--- src/common/dacs_pkg.sv ---
// dacs_pkg: shared constants and state encoding of the dram access sequencer.
// assumes one 20 MHz processor clock and a page-mode dram behind the block.
//
// Function
// - Basic access returns data after 3 clocks, or 4 with cycle extend.
// - Row strobe stays inactive at least 2 clocks between row cycles.
// - Back-to-back simple accesses start 5 clocks apart, 6 with extend.
// - Cycle extend adds one wait after T1 of an access, and after T3 and T5 of a refresh.
// - Refresh is row-strobe only; requests during it get one fixed timing.
// - Cycle extend lengthens a contended refresh at T3, T5 and T6.
// - All outputs registered except row address, which follows address.
// - Burst-last indicator ends a burst early, e.g. after two words.
// - First burst word uses the same sequence as a simple access.
// - Row reuse serves a same-row access without a new row activation.
// - Row reuse miss closes the row and waits out precharge first.
// - Row reuse is enabled separately for instruction and data access.
package dacs_pkg;

  // ****************************************************************
  // timing
  // ****************************************************************
  localparam int CLK_PERIOD_NS = 50;
  localparam int CLK_HZ        = 1000000000 / CLK_PERIOD_NS;

  // ****************************************************************
  // address layout defaults (word address)
  // ****************************************************************
  localparam int ADDR_W_DEF  = 24;
  localparam int ROW_W_DEF   = 11;
  localparam int COL_W_DEF   = 11;
  localparam int COL_LSB     = 0;

  // ****************************************************************
  // sequencer states
  // ****************************************************************
  typedef enum logic [3:0] {
    ST_IDLE  = 4'h0,
    ST_ROW   = 4'h1,
    ST_EXT   = 4'h2,
    ST_COL   = 4'h3,
    ST_DATA  = 4'h4,
    ST_BURST = 4'h5,
    ST_PRE1  = 4'h6,
    ST_PRE2  = 4'h7,
    ST_PREX  = 4'h8,
    ST_OPEN  = 4'h9,
    ST_REF1  = 4'ha,
    ST_REF2  = 4'hb,
    ST_REF3  = 4'hc,
    ST_REFX  = 4'hd
  } dacs_state_e;

endpackage

--- src/hdl/dacs_reset_sync.sv ---
// dacs_reset_sync: two-stage release of an active-low asynchronous reset.
// assumes the reset may fall at any time and rises unrelated to the clock.
`timescale 1ns/1ps
module dacs_reset_sync (
  // clock and raw reset
  input  wire logic sys_clk_i,
  input  wire logic resetn_i,
  // synchronised reset
  output logic      sync_resetn_o
);

  logic stage1;

  always_ff @(posedge sys_clk_i or negedge resetn_i) begin
    if (!resetn_i) begin
      stage1        <= 1'b0;
      sync_resetn_o <= 1'b0;
    end else begin
      stage1        <= 1'b1;
      sync_resetn_o <= stage1;
    end
  end

endmodule

--- src/hdl/dacs_sequencer.sv ---
// dacs_sequencer: access, burst, refresh and row-reuse cycle sequencing.
// assumes the processor holds no second request before the last ready of
// the previous one, and an external timer raises refresh_req_i as a level.
`timescale 1ns/1ps
module dacs_sequencer #(
  parameter int ADDR_W = dacs_pkg::ADDR_W_DEF,
  parameter int ROW_W  = dacs_pkg::ROW_W_DEF,
  parameter int COL_W  = dacs_pkg::COL_W_DEF
) (
  // clock and reset
  input  wire logic              sys_clk_i,
  input  wire logic              resetn_i,
  // processor request
  input  wire logic              req_i,
  input  wire logic [ADDR_W-1:0] addr_i,
  input  wire logic              write_i,
  input  wire logic              instr_i,
  input  wire logic              burst_i,
  input  wire logic              burst_last_indicator_i,
  output logic                   ready_o,
  // configuration levels
  input  wire logic              cycle_extend_i,
  input  wire logic              instr_open_row_reuse_i,
  input  wire logic              data_open_row_reuse_i,
  // refresh
  input  wire logic              refresh_req_i,
  output logic                   refreshing_o,
  // dram
  output logic [ROW_W-1:0]       row_addr_o,
  output logic [COL_W-1:0]       col_addr_o,
  output logic                   ras_n_o,
  output logic                   cas_n_o,
  output logic                   we_n_o
);

  // ****************************************************************
  // parameter check
  // ****************************************************************
  if (ROW_W + COL_W > ADDR_W || ROW_W < 1 || COL_W < 1) begin : g_chk
    $error("dacs_sequencer: row and column widths do not fit the address");
  end

  // ****************************************************************
  // reset release
  // ****************************************************************
  logic rst_n;

  dacs_reset_sync u_rst (
    .sys_clk_i     (sys_clk_i),
    .resetn_i      (resetn_i),
    .sync_resetn_o (rst_n)
  );

  // ****************************************************************
  // request capture and decode
  // ****************************************************************
  dacs_pkg::dacs_state_e state;
  dacs_pkg::dacs_state_e next_state;

  logic              pend_q;
  logic [ADDR_W-1:0] addr_q;
  logic              write_q;
  logic              instr_q;
  logic              burst_q;
  logic              ref_tail_q;
  logic [ROW_W-1:0]  open_row_q;

  wire [ADDR_W-1:0] cur_addr  = req_i ? addr_i : addr_q;
  wire              cur_write = req_i ? write_i : write_q;
  wire              cur_instr = req_i ? instr_i : instr_q;
  wire [ROW_W-1:0]  cur_row   = cur_addr[dacs_pkg::COL_LSB+COL_W +: ROW_W];
  wire [COL_W-1:0]  cur_col   = cur_addr[dacs_pkg::COL_LSB +: COL_W];
  wire              want      = req_i | pend_q;
  wire              row_hit   = (cur_row == open_row_q);
  // reuse choice follows the kind of the access that just finished
  wire              reuse_sel = instr_q ? instr_open_row_reuse_i
                                        : data_open_row_reuse_i;
  // refresh precharge gets its own extra cycle in extend mode
  wire              pre_end   = (state == dacs_pkg::ST_PRE2
                                 && !(ref_tail_q && cycle_extend_i))
                                || state == dacs_pkg::ST_PREX;
  wire              seq_free  = state == dacs_pkg::ST_IDLE || pre_end;
  wire              last_word = burst_last_indicator_i || !burst_q;
  wire              word_cyc  = state == dacs_pkg::ST_DATA
                                || state == dacs_pkg::ST_BURST;
  wire              take_row  = seq_free && !refresh_req_i && want;
  wire              take_hit  = state == dacs_pkg::ST_OPEN && want
                                && row_hit && !refresh_req_i;
  wire              take      = take_row || take_hit;

  // row address is the one combinational output path
  assign row_addr_o = addr_i[dacs_pkg::COL_LSB+COL_W +: ROW_W];

  // ****************************************************************
  // next state
  // ****************************************************************
  always_comb begin
    next_state = state;
    case (state)
      dacs_pkg::ST_IDLE, dacs_pkg::ST_PRE2, dacs_pkg::ST_PREX: begin
        if (state == dacs_pkg::ST_PRE2 && !pre_end) begin
          next_state = dacs_pkg::ST_PREX;
        end else if (refresh_req_i) begin
          // refresh wins; the contending request waits in pend_q
          next_state = dacs_pkg::ST_REF1;
        end else if (want) begin
          next_state = dacs_pkg::ST_ROW;
        end else begin
          next_state = dacs_pkg::ST_IDLE;
        end
      end
      dacs_pkg::ST_ROW: begin
        // first burst word shares this path with a simple access
        next_state = cycle_extend_i ? dacs_pkg::ST_EXT
                                    : dacs_pkg::ST_COL;
      end
      dacs_pkg::ST_EXT:  next_state = dacs_pkg::ST_COL;
      dacs_pkg::ST_COL:  next_state = dacs_pkg::ST_DATA;
      dacs_pkg::ST_DATA, dacs_pkg::ST_BURST: begin
        if (!last_word) begin
          next_state = dacs_pkg::ST_BURST;
        end else if (reuse_sel) begin
          next_state = dacs_pkg::ST_OPEN;
        end else begin
          next_state = dacs_pkg::ST_PRE1;
        end
      end
      dacs_pkg::ST_PRE1: next_state = dacs_pkg::ST_PRE2;
      dacs_pkg::ST_OPEN: begin
        if (take_hit) begin
          next_state = cycle_extend_i ? dacs_pkg::ST_EXT
                                      : dacs_pkg::ST_COL;
        end else if (refresh_req_i || want) begin
          // miss or refresh: close the row, precharge, then reopen or refresh
          next_state = dacs_pkg::ST_PRE1;
        end else begin
          next_state = dacs_pkg::ST_OPEN;
        end
      end
      dacs_pkg::ST_REF1: next_state = dacs_pkg::ST_REF2;
      dacs_pkg::ST_REF2: next_state = dacs_pkg::ST_REF3;
      dacs_pkg::ST_REF3: begin
        next_state = cycle_extend_i ? dacs_pkg::ST_REFX
                                    : dacs_pkg::ST_PRE1;
      end
      dacs_pkg::ST_REFX: next_state = dacs_pkg::ST_PRE1;
      default:           next_state = dacs_pkg::ST_IDLE;
    endcase
  end

  // ****************************************************************
  // registered output values
  // ****************************************************************
  wire next_ras  = !(next_state == dacs_pkg::ST_IDLE
                     || next_state == dacs_pkg::ST_PRE1
                     || next_state == dacs_pkg::ST_PRE2
                     || next_state == dacs_pkg::ST_PREX);
  wire next_cas  = next_state == dacs_pkg::ST_COL
                   || next_state == dacs_pkg::ST_DATA
                   || next_state == dacs_pkg::ST_BURST;
  wire next_rdy  = next_state == dacs_pkg::ST_DATA
                   || next_state == dacs_pkg::ST_BURST;
  wire next_refr = next_state == dacs_pkg::ST_REF1
                   || next_state == dacs_pkg::ST_REF2
                   || next_state == dacs_pkg::ST_REF3
                   || next_state == dacs_pkg::ST_REFX;
  wire [COL_W-1:0] next_col =
    (next_state == dacs_pkg::ST_COL)   ? cur_col :
    (next_state == dacs_pkg::ST_BURST) ? col_addr_o + 1'b1 : col_addr_o;

  // ****************************************************************
  // registers
  // ****************************************************************
  always_ff @(posedge sys_clk_i or negedge rst_n) begin
    if (!rst_n) begin
      state   <= dacs_pkg::ST_IDLE;
      ras_n_o <= 1'b1;
      cas_n_o <= 1'b1;
      we_n_o  <= 1'b1;
      ready_o <= 1'b0;
      refreshing_o <= 1'b0;
      col_addr_o   <= '0;
    end else begin
      state   <= next_state;
      ras_n_o <= !next_ras;
      cas_n_o <= !next_cas;
      we_n_o  <= !(next_cas && cur_write);
      ready_o <= next_rdy;
      refreshing_o <= next_refr;
      col_addr_o   <= next_col;
    end
  end

  always_ff @(posedge sys_clk_i or negedge rst_n) begin
    if (!rst_n) begin
      pend_q     <= 1'b0;
      addr_q     <= '0;
      write_q    <= 1'b0;
      instr_q    <= 1'b0;
      burst_q    <= 1'b0;
      ref_tail_q <= 1'b0;
      open_row_q <= '0;
    end else begin
      pend_q <= want && !take;
      if (req_i) begin
        addr_q  <= addr_i;
        write_q <= write_i;
        instr_q <= instr_i;
        burst_q <= burst_i;
      end
      if (next_state == dacs_pkg::ST_ROW) begin
        open_row_q <= cur_row;
      end
      if (state == dacs_pkg::ST_REF1) begin
        ref_tail_q <= 1'b1;
      end else if (pre_end) begin
        ref_tail_q <= 1'b0;
      end
    end
  end
endmodule

--- config.mk ---
export PLATFORM = sky130hd
export DESIGN_NAME = dacs_sequencer
export DESIGN_NICKNAME = d
export VERILOG_FILES = /design/src/common/dacs_pkg.sv /design/src/hdl/dacs_reset_sync.sv /design/src/hdl/dacs_sequencer.sv
export SDC_FILE = /design/constraint.sdc
export NUM_CORES = 1
export LEC_CHECK = 0
export BUFFER_PORTS_ARGS = -buffer_cell sky130_fd_sc_hd__buf_2
export CAP_MARGIN = 10
export CORE_MARGIN = 5
export CORE_UTILIZATION = 59
export DETAILED_ROUTE_END_ITERATION = 6
export HOLD_SLACK_MARGIN = 0.12
export PLACE_DENSITY = 0.9
export SLEW_MARGIN = 25
export SYNTH_ARGS = -nofsm -noshare
export SYNTH_HDL_FRONTEND = slang
export SYNTH_HIERARCHICAL = 1
export SYNTH_SLANG_ARGS = --single-unit
--- constraint.sdc ---
create_clock -name sys_clk_i -period 5.15 [get_ports sys_clk_i]
set_input_delay 0.7725 -clock sys_clk_i [delete_from_list [all_inputs] [get_ports sys_clk_i]]
set_output_delay 0.7725 -clock sys_clk_i [all_outputs]
set_load 0.05 [all_outputs]
==> results by stage <==
Timing:
- The final critical path takes up 70.0% of the cycle.
- The number of slew-limit violations in the final report was 0.
- Setup total negative slack on the finished layout was measured at 0 ns.
- At the pin with the least slew margin, the transition time is 1.00 ns.
- The worst setup margin is roughly 1.5 ns.
- The clock tree skew after final layout is around 0.007 ns.
- The number of hold violations in the final report is 0.
- Setup violations remaining at the end of the flow were counted as 0.
- Setup repair after global routing left no endpoint under its margin.
- The normalized max-slew margin is 33.3%.
- The minimum hold slack is 0.212 ns.
- The time the worst path needs with I/O delays and setup is 3.61 ns.
- Static timing analysis puts the maximum clock frequency at ~280 MHz.

Floorplanning:
- The number of standard-cell rows in the floorplan is 26.
- The core region is 5140 um^2.
- For this configuration, the core starts out at a cell density of a little over 60%.
- 62 I/O pins were placed.
- The floorplan step defined a die boundary enclosing 6870 um^2.
- The overall die width is 82.9 um.
- In this run the vertical extent of the chip is just over 80 um.

Drt:
- After the first detailed-routing iteration, the DRC count stood at 161.
- The number of nets still failing antenna checks after routing is 0.
- After detailed routing, the average wire length per cell comes to 17.4 um.
- After detailed routing, the number of remaining DRC violations is 0.
- The total detailed-routing wirelength is 6.98 mm.
- For this run, the detailed router's first-pass iteration total came to 4.
- The via density per instance is between 5 and 6.
- The detailed router placed 2369 vias in this run.

Critical path:
- Measured in cells, the most critical reg-to-reg path has a length of 7.
- Walking the worst path, the cells encountered are buf_2, mux2_2, xor2_1, nor4_4, a311oi_2, o21ai_0, inv_1, a2bb2oi_1, o22a_1.
- STA classifies the critical path startpoint as an input pin.
- The data arrival time of the worst path is 3.83 ns.
- The critical path is of the in2reg type.
- The gate family responsible for the most delay along the worst path is compound AO/OA/AOI/OAI gates.
- The biggest fanout along the worst timing path is 27.
- The kind of end point of the critical path is a register.
- The critical path contains buffers and inverters numbering 2 combined.
- Among all stages on the critical path, the largest delay is contributed by sky130_fd_sc_hd__a311oi_2.
- The required time of the worst setup path is 5.38 ns.
- The number of logic stages on the critical path including buffering is 9.
- The delay of the slowest cell on the worst path is 0.88 ns.

Global routing:
- The via count of the first global-routing pass is 2465.
- The initial antenna violation count is 0.
- The pin count of the biggest net entering global routing is 59.
- The first global-routing pass estimated around 12 mm of wire.
- Summed over all layers, the global routing overflow is 0.
- The overall routing resource usage is 20.9%.

Final layout:
- The repair_antennas step left the layout with diodes totalling 0.
- Cells with a size suffix above 1 make up 37.5% of the layout.
- At the end of the flow, the number of nets in the layout was 362.
- After routing the design area is between 3000 and 4000 um^2.
- The area growth from synthesis to layout is 13.8%.
- Measured on the finished design, the core utilization comes to 69.4%.
- The layout has 383 filler cells.

Pwr:
- The power per cell area is roughly 650 nW/um^2.
- The leakage component of the power is approximately 1.6 nW.
- The maximum vdd drop is 0.508 mV.

Clock network:
- The later-pin clock latency in the skew report is 0.34 ns.
- The TritonCTS clock tree is yes.
- Clock tree synthesis selected as its root buffer the cell sky130_fd_sc_hd__clkbuf_8.
- The number of sinks on the clock net is 60.
- The maximum level of the CTS H-tree is 3.
- The clock-pin transition on the worst setup and hold timing paths is 0.07 ns.
- The number of gates resized after CTS is 0.
- The total clock buffers created by CTS is 9.
- The number of hold buffers added after cts is 0.
- The count of buffers added by post-CTS timing repair for setup is 0.
- The buffer depth of the longest clock path is 2.

Synth:
- The synthesized netlist cell count is 277.
- The adder-cell share of the synthesized area is 0.399%.
- The netlist area before placement is 3140 um^2.
- The synthesized design contains 0 enable-type register cells.
- The compound-gate portion of the synthesized area is between 10 and 15%.
- The xor-xnor portion of the synthesized cell area is 3.63%.
- The number of nets in the synthesized netlist is around 310.
- The dominant combinational cell family by area after synthesis is compound AO/OA/AOI/OAI gates.
- In this run the mean area of a mapped cell was 11.3 um^2.
- Of the total synthesized cell area, the portion taken by AND, OR, NAND and NOR gates is a little over an eighth.
- The number of different library cells used by synthesis comes to between 50 and 60.
- The top flip-flop cell by instance count after synthesis is sky130_fd_sc_hd__dfrtp_1.
- The share of flip-flops with an asynchronous set or reset is 100%.
- The number of warnings issued by yosys is 6.
- The number of synthesized register bits is 60.
- The multiplexer share of the synthesized area is approximately 13%.
- The sequential cell area fraction in the yosys report is 48.0%.

Place:
- Before CTS, the worst setup slack after placement is 1.32 ns.
- The HPWL after detailed placement is 4.73 mm.
- The final weighted congestion in routability-driven placement is 0.770.
- Once placement finished, the instance area stood at 3390 um^2.
- The count of port buffers added during placement is a little under 60.

Status:
- The flow ran to the end, and the final reports show no timing, DRC or antenna violations.

Hold path:
- The tightest min-delay check is of the in2async type.

Run:
- The tool flagged a number of max-cap violations equal to 0.
[where the power goes]
part | internal (mW) | leakage (nW) | switching, mW
Sequential | 0.623 | 0.708 | 0.151
Clock | 0.221 | 0.0931 | 0.178
Combinational | 0.408 | 0.786 | 0.750
Total | 1.25 | 1.59 | 1.08
[final cells by class]
type	instances	area [um^2]	area share, %
Inverter	13	48.8	1.37
Clock inverter	5	52.6	1.47
Timing Repair Buffer	62	318	8.90
Sequential cell	60	1510	42.2
Clock buffer	11	131	3.68
Multi-Input combinational cell	180	1430	39.9
Tap cell	70	87.6	2.45
[kinds of logic (layout without fill, tap and decap cells)]
family          count (synthesis)  in the layout
xor+xnor                       13             13
other cells                     1              1
compound gates                 62             62
flops                          60             60
fa+ha+maj                       1              1
mux                            37             37
simple gates                   66             66
buf+inv                        37             91
[cell usage in the layout (no fill, tap or decap), types with 5 or more instances in the layout]
cell / synthesis / routed
sky130_fd_sc_hd__o22ai_1: 5 / 5
sky130_fd_sc_hd__nor2_1: 14 / 14
sky130_fd_sc_hd__inv_1: 12 / 12
sky130_fd_sc_hd__nand2_1: 9 / 9
sky130_fd_sc_hd__nor3_1: 7 / 7
sky130_fd_sc_hd__xor2_1: 12 / 12
sky130_fd_sc_hd__a21oi_1: 10 / 10
sky130_fd_sc_hd__dfrtp_1: 57 / 56
sky130_fd_sc_hd__mux2_2: 33 / 33
sky130_fd_sc_hd__o21ai_0: 9 / 9
sky130_fd_sc_hd__o2bb2ai_1: 5 / 5
sky130_fd_sc_hd__buf_2: 3 / 59
sky130_fd_sc_hd__clkbuf_8: 0 / 9
sky130_fd_sc_hd__o2111ai_1: 5 / 5
[metal layers]
| layer | global-route usage (%) | vias up | routed length (um) |
|---|---|---|---|
| met2 | 35.4 | 92 | 3710 |
| met3 | 4.46 | 20 | 381 |
| met1 | 25.1 | 1158 | 2690 |
| met5 | 0 | - | 0 |
| li1 | - | 1099 | - |
| met4 | 10.4 | 0 | 191 |
[synthesized netlist by cell type (5+ instances only)]
cell type	instances	area (um^2)
sky130_fd_sc_hd__xor2_1	12	105
sky130_fd_sc_hd__o22ai_1	5	31.3
sky130_fd_sc_hd__o2bb2ai_1	5	43.8
sky130_fd_sc_hd__a21oi_1	10	50.1
sky130_fd_sc_hd__clkbuf_1	7	26.3
sky130_fd_sc_hd__dfrtp_1	57	1430
sky130_fd_sc_hd__mux2_2	33	372
sky130_fd_sc_hd__buf_4	11	82.6
sky130_fd_sc_hd__nor2_1	14	52.6
sky130_fd_sc_hd__o2111ai_1	5	43.8
sky130_fd_sc_hd__nor3_1	7	35.0
sky130_fd_sc_hd__o21ai_0	9	45.0
sky130_fd_sc_hd__inv_1	12	45.0
sky130_fd_sc_hd__nand2_1	9	33.8
[worst paths after layout]
check | from | endpoint | slack (ns)
worst min register to register | u_rst/stage1 | u_rst/sync_resetn_o | 0.37
worst max-delay path | req_i | col_addr_o[5] | 1.54
worst max register to register | state[2] | col_addr_o[1] | 2.03
min in group sys_clk_i | u_rst/stage1 | u_rst/sync_resetn_o | 0.37
worst min-delay path | resetn_i | u_rst/sync_resetn_o | 0.21
max in group asynchronous | u_rst/sync_resetn_o | addr_q[8] | 4.27
[metrics by stage]
stage	instances	total power, mW
global placement	385	1.86
global route	401	2.47
finish	401	2.33
detailed placement	385	1.91
floorplan	277	1.67
CTS	401	2.32
[state kept, by name, summed over array words and instances (netlist names)]
register	cells
col_addr_o	11
u_rst/stage1	1
burst_q	1
state	4
refreshing_o	1
cas_n_o	1
ref_tail_q	1
pend_q	1
write_q	1
addr_q	22
instr_q	1
we_n_o	1
ready_o	1
open_row_q	11
u_rst/sync_resetn_o	1
ras_n_o	1
[worst register-to-register path: stages, from the launching register on]
cell,delay (ns)
sky130_fd_sc_hd__dfrtp_1,0.54
sky130_fd_sc_hd__nand4bb_1,0.37
sky130_fd_sc_hd__or3_4,0.40
sky130_fd_sc_hd__nor4_4,0.33
sky130_fd_sc_hd__a311oi_2,0.35
sky130_fd_sc_hd__or3_4,0.57
sky130_fd_sc_hd__a21o_1,0.22
sky130_fd_sc_hd__a22o_1,0.23
No activity file was read; power rests on OpenSTA's default activity.
